--- config.mk ---
export PLATFORM = sky130hd
export DESIGN_NAME = hdp_host_port
export DESIGN_NICKNAME = d
export VERILOG_FILES = /design/src/core/hdp_pkg.sv /design/src/core/hdp_host_port.sv
export SDC_FILE = /design/constraint.sdc
export NUM_CORES = 1
export LEC_CHECK = 0
export ABC_AREA = 1
export BUFFER_PORTS_ARGS = -buffer_cell sky130_fd_sc_hd__buf_2
export CAP_MARGIN = 20
export CORE_UTILIZATION = 53
export CTS_CLUSTER_SIZE = 25
export DETAILED_ROUTE_END_ITERATION = 7
export GPL_TIMING_DRIVEN = 0
export PLACE_DENSITY = 0.83
export SLEW_MARGIN = 10
export SYNTH_ARGS = -nofsm -noshare
export SYNTH_HDL_FRONTEND = slang
export SYNTH_SLANG_ARGS = --single-unit
--- constraint.sdc ---
create_clock -name ref_clk_i -period 2.5 [get_ports ref_clk_i]
set_input_delay 0.375 -clock ref_clk_i [delete_from_list [all_inputs] [get_ports ref_clk_i]]
set_output_delay 0.375 -clock ref_clk_i [all_outputs]
set_load 0.05 [all_outputs]
--- src/core/hdp_pkg.sv ---
package hdp_pkg;
    localparam int          ADDR_W    = 6;
    localparam int          WIN_BIT   = 5;
    localparam logic        RX_WIN    = 1'h0;
    localparam logic        TX_WIN    = 1'h1;
    localparam logic [5:0]  BLK_BYTES = 6'h20;
    localparam int          BC_W      = 12;
    localparam int          NCAUSE    = 8;
    localparam int          NCHAN     = 3;
    localparam int          NEXT      = 5;
    // Cause positions: channel register holds 0..2, extended register 3..7
    localparam int          I_MSG_END   = 0;
    localparam int          I_POOL_FULL = 1;
    localparam int          I_POOL_RDY  = 2;
    localparam int          I_MSG_REP   = 3;
    localparam int          I_TX_ERR    = 4;
    localparam int          I_EXT_EVT   = 5;
    localparam int          I_OVERFLOW  = 6;
    localparam int          I_FRM_START = 7;
    // Receive block size codes: 4, 8, 16, 32 bytes
    localparam logic [1:0]  RX_SZ_32  = 2'h3;
    localparam logic [5:0]  RX_SZ_MIN = 6'h04;
    localparam logic [7:0]  RDATA_RST = 8'h00;

    typedef enum logic [2:0] {
        HDP_IDLE = 3'b001,
        HDP_REQ  = 3'b010,
        HDP_WAIT = 3'b100
    } hdp_dma_state_e;
endpackage : hdp_pkg

--- src/core/hdp_host_port.sv ---
`timescale 1ns/1ps
// Operation
// - Receive and transmit buffers each occupy a 32-byte window under chip select.
// - Any address inside a window reaches the top byte of that buffer.
// - Causes show in channel or extended status; top status flags the owning register.
// - Channel status holds three causes, extended status five more.
// - A masked cause shows in no status register and raises no interrupt.
// - Masked events stay stored and appear once their mask bit clears.
// - Causes are grouped as receive, transmit and special condition sources.
// - Separate receive and transmit request outputs; one shared acknowledge input.
// - Under acknowledge, accesses reach the buffer top ignoring address and select.
// - A request stays active while transfers for its buffer remain needed.
// - Transmit request drops at the write end of transfer n-1.
// - For long messages it also drops before each 32-byte block boundary.
// - After a drop, acknowledge or select rising edge rearms if bytes remain.
// - If the final block byte passed early, request stays low until next block.
// - For 32-byte receive blocks, request drops at read end of transfer 31.
// - Receive blocks are 4, 8, 16 or 32; short ones drop at read start.
// - Reading a whole receive block by DMA acknowledges and releases it.
module hdp_host_port #(
    parameter int BC_W = hdp_pkg::BC_W
) (
    input  wire logic                      ref_clk_i,
    input  wire logic                      resetn_i,
    input  wire logic                      hdlc_chip_select_n_i,
    input  wire logic [hdp_pkg::ADDR_W-1:0] addr_i,
    input  wire logic                      rd_n_i,
    input  wire logic                      wr_n_i,
    input  wire logic [7:0]                wdata_i,
    output logic      [7:0]                rdata_o,
    input  wire logic                      dma_acknowledge_n_i,
    output logic                           rx_dma_req_line_o,
    output logic                           tx_dma_req_line_o,
    input  wire logic [7:0]                rx_data_i,
    output logic                           rx_pop_o,
    input  wire logic                      rx_dma_enable_i,
    input  wire logic                      rx_block_valid_i,
    input  wire logic [1:0]                rx_block_size_i,
    output logic                           rx_block_ack_o,
    output logic      [7:0]                tx_data_o,
    output logic                           tx_push_o,
    input  wire logic                      tx_start_i,
    input  wire logic [BC_W-9:0]           tx_byte_count_high_i,
    input  wire logic [7:0]                tx_byte_count_low_i,
    input  wire logic [hdp_pkg::NCAUSE-1:0] irq_event_i,
    input  wire logic [hdp_pkg::NCAUSE-1:0] irq_mask_i,
    input  wire logic [hdp_pkg::NCAUSE-1:0] irq_clear_i,
    output logic      [hdp_pkg::NCHAN-1:0] channel_irq_status_o,
    output logic      [hdp_pkg::NEXT-1:0]  extended_irq_status_o,
    output logic      [1:0]                top_irq_status_o,
    output logic                           irq_o
);
    if (BC_W < 9 || BC_W > 16)
    begin : g_bad_width
        $error("hdp_host_port: BC_W must lie in 9..16");
    end

    // True when the access reaches the given window
    function automatic logic hdp_sel(input logic cs_n, input logic ack_n,
                                     input logic [hdp_pkg::ADDR_W-1:0] a, input logic win);
        hdp_sel = !ack_n || (!cs_n && a[hdp_pkg::WIN_BIT] == win);
    endfunction : hdp_sel

    logic rd_n_q;
    logic wr_n_q;
    logic ack_n_q;
    logic cs_n_q;
    logic rd_sel_q;
    logic wr_sel_q;
    logic rd_sel_now;
    logic wr_sel_now;
    logic rd_fall;
    logic rd_rise;
    logic wr_rise;
    logic trig_rise;
    logic rx_rd_done;
    logic tx_wr_done;

    assign rd_sel_now = hdp_sel(hdlc_chip_select_n_i, dma_acknowledge_n_i, addr_i,
                                hdp_pkg::RX_WIN);
    assign wr_sel_now = hdp_sel(hdlc_chip_select_n_i, dma_acknowledge_n_i, addr_i,
                                hdp_pkg::TX_WIN);
    assign rd_fall    = rd_n_q && !rd_n_i;
    assign rd_rise    = !rd_n_q && rd_n_i;
    assign wr_rise    = !wr_n_q && wr_n_i;
    assign trig_rise  = (!ack_n_q && dma_acknowledge_n_i) ||
                        (!cs_n_q && hdlc_chip_select_n_i);
    assign rx_rd_done = rd_rise && rd_sel_q;
    assign tx_wr_done = wr_rise && wr_sel_q;

    // Strobe history; the selection is held from the strobe's start
    always_ff @(posedge ref_clk_i or negedge resetn_i)
    begin
        if (!resetn_i)
        begin
            rd_n_q   <= 1'h1;
            wr_n_q   <= 1'h1;
            ack_n_q  <= 1'h1;
            cs_n_q   <= 1'h1;
            rd_sel_q <= 1'h0;
            wr_sel_q <= 1'h0;
        end
        else
        begin
            rd_n_q  <= rd_n_i;
            wr_n_q  <= wr_n_i;
            ack_n_q <= dma_acknowledge_n_i;
            cs_n_q  <= hdlc_chip_select_n_i;
            if (rd_fall)
                rd_sel_q <= rd_sel_now;
            if (wr_n_q && !wr_n_i)
                wr_sel_q <= wr_sel_now;
        end
    end

    // Buffer data path: top byte taken at read start, write byte pushed at write end
    always_ff @(posedge ref_clk_i or negedge resetn_i)
    begin
        if (!resetn_i)
        begin
            rdata_o   <= hdp_pkg::RDATA_RST;
            rx_pop_o  <= 1'h0;
            tx_data_o <= hdp_pkg::RDATA_RST;
            tx_push_o <= 1'h0;
        end
        else
        begin
            rx_pop_o  <= rd_fall && rd_sel_now;
            tx_push_o <= tx_wr_done;
            if (rd_fall && rd_sel_now)
                rdata_o <= rx_data_i;
            if (!wr_n_i && wr_sel_now)
                tx_data_o <= wdata_i;
        end
    end

    // Transmit request
    hdp_pkg::hdp_dma_state_e tx_st_q;
    logic [BC_W-1:0]         tx_rem_q;
    logic [BC_W-1:0]         tx_rem_d;
    logic [5:0]              tx_left_q;
    logic [5:0]              tx_left_d;
    logic [BC_W-1:0]         tx_count;

    assign tx_count = {tx_byte_count_high_i, tx_byte_count_low_i};

    function automatic logic [5:0] hdp_tx_blk(input logic [BC_W-1:0] rem);
        hdp_tx_blk = (rem >= BC_W'(hdp_pkg::BLK_BYTES)) ? hdp_pkg::BLK_BYTES : rem[5:0];
    endfunction : hdp_tx_blk

    always_comb
    begin
        tx_rem_d  = tx_rem_q;
        tx_left_d = tx_left_q;
        if (tx_wr_done && tx_st_q != hdp_pkg::HDP_IDLE && tx_left_q != 6'h00)
        begin
            tx_rem_d  = tx_rem_q - BC_W'(1);
            tx_left_d = tx_left_q - 6'h01;
        end
    end

    always_ff @(posedge ref_clk_i or negedge resetn_i)
    begin
        if (!resetn_i)
        begin
            tx_st_q   <= hdp_pkg::HDP_IDLE;
            tx_rem_q  <= '0;
            tx_left_q <= 6'h00;
        end
        else
        begin
            tx_rem_q  <= tx_rem_d;
            tx_left_q <= tx_left_d;
            case (tx_st_q)
                hdp_pkg::HDP_IDLE:
                    if (tx_start_i && tx_count != '0)
                    begin
                        tx_rem_q  <= tx_count;
                        tx_left_q <= hdp_tx_blk(tx_count);
                        tx_st_q   <= hdp_pkg::HDP_REQ;
                    end
                hdp_pkg::HDP_REQ:
                    if (tx_wr_done && tx_left_q <= 6'h02)
                        tx_st_q <= hdp_pkg::HDP_WAIT;
                hdp_pkg::HDP_WAIT:
                    if (tx_left_d == 6'h00 && tx_rem_d == '0)
                        tx_st_q <= hdp_pkg::HDP_IDLE;
                    else if (trig_rise)
                    begin
                        // A slow controller may still owe the last byte of the block
                        if (tx_left_d == 6'h00)
                            tx_left_q <= hdp_tx_blk(tx_rem_d);
                        tx_st_q <= hdp_pkg::HDP_REQ;
                    end
                default:
                    tx_st_q <= hdp_pkg::HDP_IDLE;
            endcase
        end
    end

    // Low while waiting, also after an early final byte, until the next block
    assign tx_dma_req_line_o = (tx_st_q == hdp_pkg::HDP_REQ);

    // Receive request
    hdp_pkg::hdp_dma_state_e rx_st_q;
    logic [5:0]              rx_left_q;
    logic [5:0]              rx_left_d;
    logic                    rx_big_q;

    assign rx_left_d = (rx_rd_done && rx_left_q != 6'h00) ? rx_left_q - 6'h01 : rx_left_q;

    always_ff @(posedge ref_clk_i or negedge resetn_i)
    begin
        if (!resetn_i)
        begin
            rx_st_q        <= hdp_pkg::HDP_IDLE;
            rx_left_q      <= 6'h00;
            rx_big_q       <= 1'h0;
            rx_block_ack_o <= 1'h0;
        end
        else
        begin
            rx_left_q      <= rx_left_d;
            rx_block_ack_o <= rx_rd_done && rx_left_q == 6'h01;
            case (rx_st_q)
                hdp_pkg::HDP_IDLE:
                    if (rx_dma_enable_i && rx_block_valid_i)
                    begin
                        rx_left_q <= hdp_pkg::RX_SZ_MIN << rx_block_size_i;
                        rx_big_q  <= rx_block_size_i == hdp_pkg::RX_SZ_32;
                        rx_st_q   <= hdp_pkg::HDP_REQ;
                    end
                hdp_pkg::HDP_REQ:
                    if (rx_big_q && rx_rd_done && rx_left_q == 6'h02)
                        rx_st_q <= hdp_pkg::HDP_WAIT;
                    else if (rd_fall && rd_sel_now && rx_left_q == 6'h01)
                        rx_st_q <= hdp_pkg::HDP_WAIT;
                hdp_pkg::HDP_WAIT:
                    if (trig_rise && rx_left_d == 6'h00)
                        rx_st_q <= hdp_pkg::HDP_IDLE;
                    else if (trig_rise && rx_big_q && rd_n_i)
                        rx_st_q <= hdp_pkg::HDP_REQ;
                default:
                    rx_st_q <= hdp_pkg::HDP_IDLE;
            endcase
        end
    end

    assign rx_dma_req_line_o = (rx_st_q == hdp_pkg::HDP_REQ);

    // Interrupt causes: masked ones stay pending but invisible
    logic [hdp_pkg::NCAUSE-1:0] pend_q;
    logic [hdp_pkg::NCAUSE-1:0] vis;

    assign vis = pend_q & ~irq_mask_i;

    always_ff @(posedge ref_clk_i or negedge resetn_i)
    begin
        if (!resetn_i)
            pend_q <= '0;
        else
            pend_q <= (pend_q & ~(irq_clear_i & vis)) | irq_event_i;
    end

    always_ff @(posedge ref_clk_i or negedge resetn_i)
    begin
        if (!resetn_i)
        begin
            channel_irq_status_o  <= '0;
            extended_irq_status_o <= '0;
            top_irq_status_o      <= 2'h0;
            irq_o                 <= 1'h0;
        end
        else
        begin
            channel_irq_status_o  <= vis[hdp_pkg::NCHAN-1:0];
            extended_irq_status_o <= vis[hdp_pkg::NCAUSE-1:hdp_pkg::NCHAN];
            top_irq_status_o      <= {|vis[hdp_pkg::NCAUSE-1:hdp_pkg::NCHAN],
                                      |vis[hdp_pkg::NCHAN-1:0]};
            irq_o                 <= |vis;
        end
    end
endmodule : hdp_host_port

Yosys cells after proc, flatten, opt, wreduce, memory -nomap -nowiden
Index checks and enable logic that the tools add are counted.
{ "word_totals": {"reg_bits": 75, "out_inout_bits": 32} }
{ "classes": {"addsub": 3, "magnitude_cmp": 3, "n_eq_ne": 16, "shifts": 1, "n_mux": 25, "bitwise_logic": 7, "reduce_logical": 49} }
{ "ops": {"columns": ["operator", "count"], "rows": [
  ["$mux 6", 10],
  ["$mux 12", 3],
  ["$mux 3", 9],
  ["$logic_and 1x1->1", 26],
  ["$and 8x8->8", 3],
  ["$ge 12x6->1 const B", 2],
  ["$pmux 3 s3", 2],
  ["$not 8->8", 2],
  ["$logic_not 12->1", 1],
  ["$logic_not 6->1", 2],
  ["$pmux 6 s2", 1],
  ["$reduce_bool 12->1", 1],
  ["$reduce_bool 6->1", 2],
  ["$sub 12x1->12 const B", 1],
  ["$sub 6x1->6 const B", 2],
  ["$logic_not 1->1", 8],
  ["$or 8x8->8", 1],
  ["$reduce_or 8->1", 1],
  ["$eq 3x1->1 const B", 2],
  ["$eq 3x2->1 const B", 2],
  ["$eq 3x3->1 const B", 2],
  ["$eq 6x1->1 const B", 1],
  ["$eq 6x2->1 const B", 1],
  ["$le 6x2->1 const B", 1],
  ["other kinds (12)", 18]
]} }

Longest topological paths before layout
{ "depth": {"depth_word": 12, "ltp_mapped": 18, "mapped_depth_nobuf": 17} }

Least setup slack after synthesis
Ideal clock, no wire load.
{ "synth_path": {"path_kind": "reg2reg", "start": "register tx_st_q[2]", "end": "register tx_st_q[2]", "setup_ns": 0.125, "arrival_ns": 1.994, "required_ns": 2.375, "path_slack_ns": 0.380, "stages_incl_launch_ff": 5, "synth_period_minus_slack_ns": 2.120, "path_cell_list": "dfrtp_1 > nor3_1 > inv_1 > a31oi_1 > o31ai_1"} }
{ "synth_rtl": {"columns": ["element", "line_no", "text"], "rows": [
  ["start: declaration", "hdp_host_port.sv:138", "hdp_pkg::hdp_dma_state_e tx_st_q;"],
  ["start signal: assignment", "hdp_host_port.sv:166", "tx_st_q <= hdp_pkg::HDP_IDLE;"],
  ["start signal: assignment", "hdp_host_port.sv:180", "tx_st_q <= hdp_pkg::HDP_REQ;"],
  ["start signal: assignment", "hdp_host_port.sv:184", "tx_st_q <= hdp_pkg::HDP_WAIT;"],
  ["$eq 3x2->1 *", null, null],
  ["named net tx_dma_req_line_o", "hdp_host_port.sv:33", "output logic tx_dma_req_line_o,"],
  ["$ne 2x1->1 (no line)", null, null],
  ["$reduce_and 3->1 (no line)", null, null]
]} }
The timed path passes the listed nets; every way through them passes the cells marked *.
A chain may end at the register's enable or synchronous reset.

Worst setup path in the final report
{ "layout_path": {"start": "register tx_left_q[0]", "end": "register tx_left_q[1]"} }
{ "layout_between": {"elab_chain_cells": 9} }
{ "layout_lines": {"columns": ["element", "line_no", "text"], "rows": [
  ["start: declaration", "hdp_host_port.sv:141", "logic [5:0] tx_left_q;"],
  ["start signal: assignment", "hdp_host_port.sv:173", "tx_left_q <= tx_left_d;"],
  ["start signal: assignment", "hdp_host_port.sv:179", "tx_left_q <= hdp_tx_blk(tx_count);"],
  ["start signal: assignment", "hdp_host_port.sv:192", "tx_left_q <= hdp_tx_blk(tx_rem_d);"],
  ["$reduce_bool 6->1", "hdp_host_port.sv:155", "if (tx_wr_done && tx_st_q != hdp_pkg::HDP_IDLE && tx_left_q != 6'h00)"],
  ["$logic_and 1x1->1", "hdp_host_port.sv:155", null],
  ["$mux 12", "hdp_host_port.sv:155", null],
  ["$ge 12x6->1", "hdp_host_port.sv:148", "hdp_tx_blk = (rem >= BC_W'(hdp_pkg::BLK_BYTES)) ? hdp_pkg::BLK_BYTES : rem[5:0];"],
  ["$mux 6", "hdp_host_port.sv:148", null],
  ["$mux 6", "hdp_host_port.sv:191", "if (tx_left_d == 6'h00)"],
  ["$mux 6", "hdp_host_port.sv:188", "else if (trig_rise)"],
  ["$mux 6", "hdp_host_port.sv:186", "if (tx_left_d == 6'h00 && tx_rem_d == '0)"],
  ["$pmux 6 s2 *", "hdp_host_port.sv:174", "case (tx_st_q)"]
]} }
Every way passes the cells marked *; elsewhere a longest branch is shown, timed or not.

==> impl_metrics.toml <==
[floorplan]
die_area_sq_um = 7952
start_util = 0.5523
ioPinCount = 101
core_sq_um = 7292
die_h_microns = 89.18
rows = 31
die_w_microns = 89.18

[cells_and_area]
multi_input_area_sq_um = 1800
layout_common_cells = "nand2_1, buf_2, inv_1"
fin_area_sq_um = 4867
seqCellArea_sq_um = 1884
final_common_cell = "nand2_1"
num-fill-cells = 627
fin_nets = 697
finalNonFillerCells = 725
final_layout_size_suffix_gt1_frac = 0.2716
n_antenna_cell = 0
syn2layout_area_growth_pct = 20.85

[clock_network]
cts_setup_buffers = 0
clock_latency_ns = 0.35
cts.sinks = 75
cts_root_buffer = "clkbuf_8"
cts_buffer_depth = 2
htreeDepth = 3
clk_pin_slew_ns = 0.09
cts_tree = "built"
numCtsBuffers = 9

[routing]
drt-initial-drc-count = 214
wl_mm = 8.924
route.detailed.drc = 0
vias = 3698
drt_first_pass_iters = 4
wire_per_inst_microns = 12.31
ant_nets = 0
vias_per_cell = 5.101

[global_route]
grt_pass1_vias = 3442
grt_pass1_wl_mm = 14.81
grt_max_degree = 64
grt_usage = 0.2424
antenna_found_initial = 0
grt_overflow = 0

[sta]
rsz0062_at_grt = "false"
finalHoldViolCount = 0
fin_ws_ns = 0.2621
slew_violations = 0
skew_ns = 0.007800
tightestPinTransition_ns = 0.5982
period_share = 0.8952
fin_crit_ns = 2.238
finalSetupTns_ns = 0
setup_viol = 0
max_freq_mhz = 446.8
slew_headroom = 0.5990

[synth]
synth_top_cell_by_area = "dfrtp_1"
syn-cell-area_sq_um = 4028
synth.top_cell.area_share = 0.4287
ys_dominant_reg_cell = "dfrtp_1"
synth_edf_count = 0
synth_area_per_cell_sq_um = 7.851
synth_area_leaders = "dfrtp_1, nand2_1, inv_1, nor2_1, dfstp_2"
yosys_warnings = 0
async_reset_ff_frac = 1.000
synth-seq-cells = 75
synth.distinct_cells = 40
yosysSeqAreaShare = 0.4678
syn_nets = 589
synthCells = 513

[critical_path]
crit_arrival_ns = 2.53
critPathKind = "flop to flop"
start_kind = "flop"
cp-end-kind = "flop"
crit_fanout = 10
cp_data_required_time_ns = 2.79

[power_and_ir_drop]
power_density_nw_per_um2 = 1020
p_leak_nw = 2.596
worst_ir_drop_vdd_v = 0.0005189
total_power_mw = 4.967

[place]
portBuffers = 95
gp_congestion = 0.8986
dp_slack_ns = 0.2258
dpl_cell_area_sq_um = 4657
dp.cells = 708
post-dp-hpwl_mm = 6.874

[worst_hold_path]
min_path_type = "primary input to flop"

[outcome]
status = "complete, no violations"

[run]
maxCapViolCount = 0
==> worst max-delay path, stage by stage (launching register included) <==
cell,delay (ns)
dfrtp_1,0.39
inv_2,0.12
ha_1,0.23
nand3_1,0.19
nand2_2,0.14
buf_6,0.15
nand2_1,0.07
nand2_2,0.09
nand2_1,0.06
clkinv_1,0.05
nand2_2,0.06
nor2_4,0.12
nand2_2,0.09
clkinv_2,0.09
nand2_4,0.07
o21bai_2,0.10
nand2_1,0.05
nand2_1,0.11
==> cells by family after synthesis <==
logic type	synth area share
flops	0.4678
mux	0.02516
buf+inv	0.08512
fa+ha+maj	0.02174
compound gates	0.08046
xor+xnor	0.01305
simple gates	0.3066
==> state kept, by name, indices dropped and copies added, names as in the netlist, 2 cells and up <==
| name | flops |
|---|---|
| rx_left_q | 6 |
| tx_rem_q | 12 |
| pend_q | 8 |
| channel_irq_status_o | 3 |
| rdata_o | 8 |
| rx_st_q | 3 |
| tx_st_q | 3 |
| top_irq_status_o | 2 |
| tx_data_o | 8 |
| tx_left_q | 6 |
| extended_irq_status_o | 5 |
==> cell usage after synthesis, drive strengths merged, types with 2 or more instances <==
| cell type | n |
|---|---|
| nand2 | 157 |
| inv | 76 |
| dfrtp | 69 |
| nor2 | 59 |
| o21ai | 30 |
| nand3 | 28 |
| a21oi | 15 |
| or2 | 10 |
| mux2 | 9 |
| nand4 | 8 |
| ha | 7 |
| nor3 | 7 |
| dfstp | 6 |
| xor2 | 5 |
| a31oi | 3 |
| buf | 3 |
| clkbuf | 3 |
| clkinv | 3 |
| o22ai | 3 |
| nand3b | 2 |
| nor4 | 2 |
==> power by group <==
group          internal [mW]  switching [mW]  leakage, nW
Combinational          0.745            1.50         1.61
Clock                  0.468           0.483       0.0962
Sequential              1.53           0.241        0.888
Total                   2.74            2.22         2.60
==> path summary, 6_finish.rpt <==
path | start | end | slack [ns] | cells after the start
worst min register to register | rdata_o[0]$_DFFE_PN0P_ | rdata_o[0]$_DFFE_PN0P_ | 0.49 | 2
worst max-delay path | tx_left_q[0]$_DFF_PN0_ | tx_left_q[1]$_DFF_PN0_ | 0.26 | 17
min in group asynchronous | resetn_i | rx_left_q[4]$_DFF_PN0_ | 0.42 | 2
max in group asynchronous | resetn_i | tx_st_q[0]$_DFFE_PN1P_ | 1.47 | 3
worst max register to register | tx_left_q[0]$_DFF_PN0_ | tx_left_q[1]$_DFF_PN0_ | 0.26 | 17
worst min-delay path | wr_n_i | wr_n_q$_DFF_PN1_ | 0.14 | 1
==> metal layers <==
| metal | GRT usage | part of all wire | up-vias |
|---|---|---|---|
| li1 | - | - | 1839 |
| met1 | 0.3095 | 0.43 | 1736 |
| met2 | 0.4060 | 0.49 | 113 |
| met3 | 0.05448 | 0.068 | 10 |
| met4 | 0.08947 | 0.013 | 0 |
| met5 | 0 | 0 | - |
==> per-stage QoR <==
| step | utilization | hold slack, ns |
|---|---|---|
| after floorplan | - | 0.07941 |
| final | 0.6675 | 0.1408 |
| after detailed placement | 0.6386 | 0.2448 |
| after global routing | 0.6675 | 0.1298 |
| after CTS | 0.6675 | 0.1302 |
| after global placement | 0.6345 | 0.4617 |
==> layout make-up <==
| cell class | instances | area share |
|---|---|---|
| flip-flops and latches | 75 | 0.3871 |
| multi-input cells | 353 | 0.3699 |
| repair buffers | 97 | 0.1059 |
| inverters | 79 | 0.06118 |
| clock buffers | 9 | 0.02545 |
| well taps | 99 | 0.02545 |
| clock inverters | 7 | 0.01568 |
| plain buffers | 6 | 0.009254 |
==> timing repair <==
action | CTS | global route
hold buffers | 1 | 0
endpoints found under the hold margin | 11 | 0
endpoints found under the setup margin | 0 | 2
resized for setup | 0 | 1
Power figures use the tool's default switching activity.
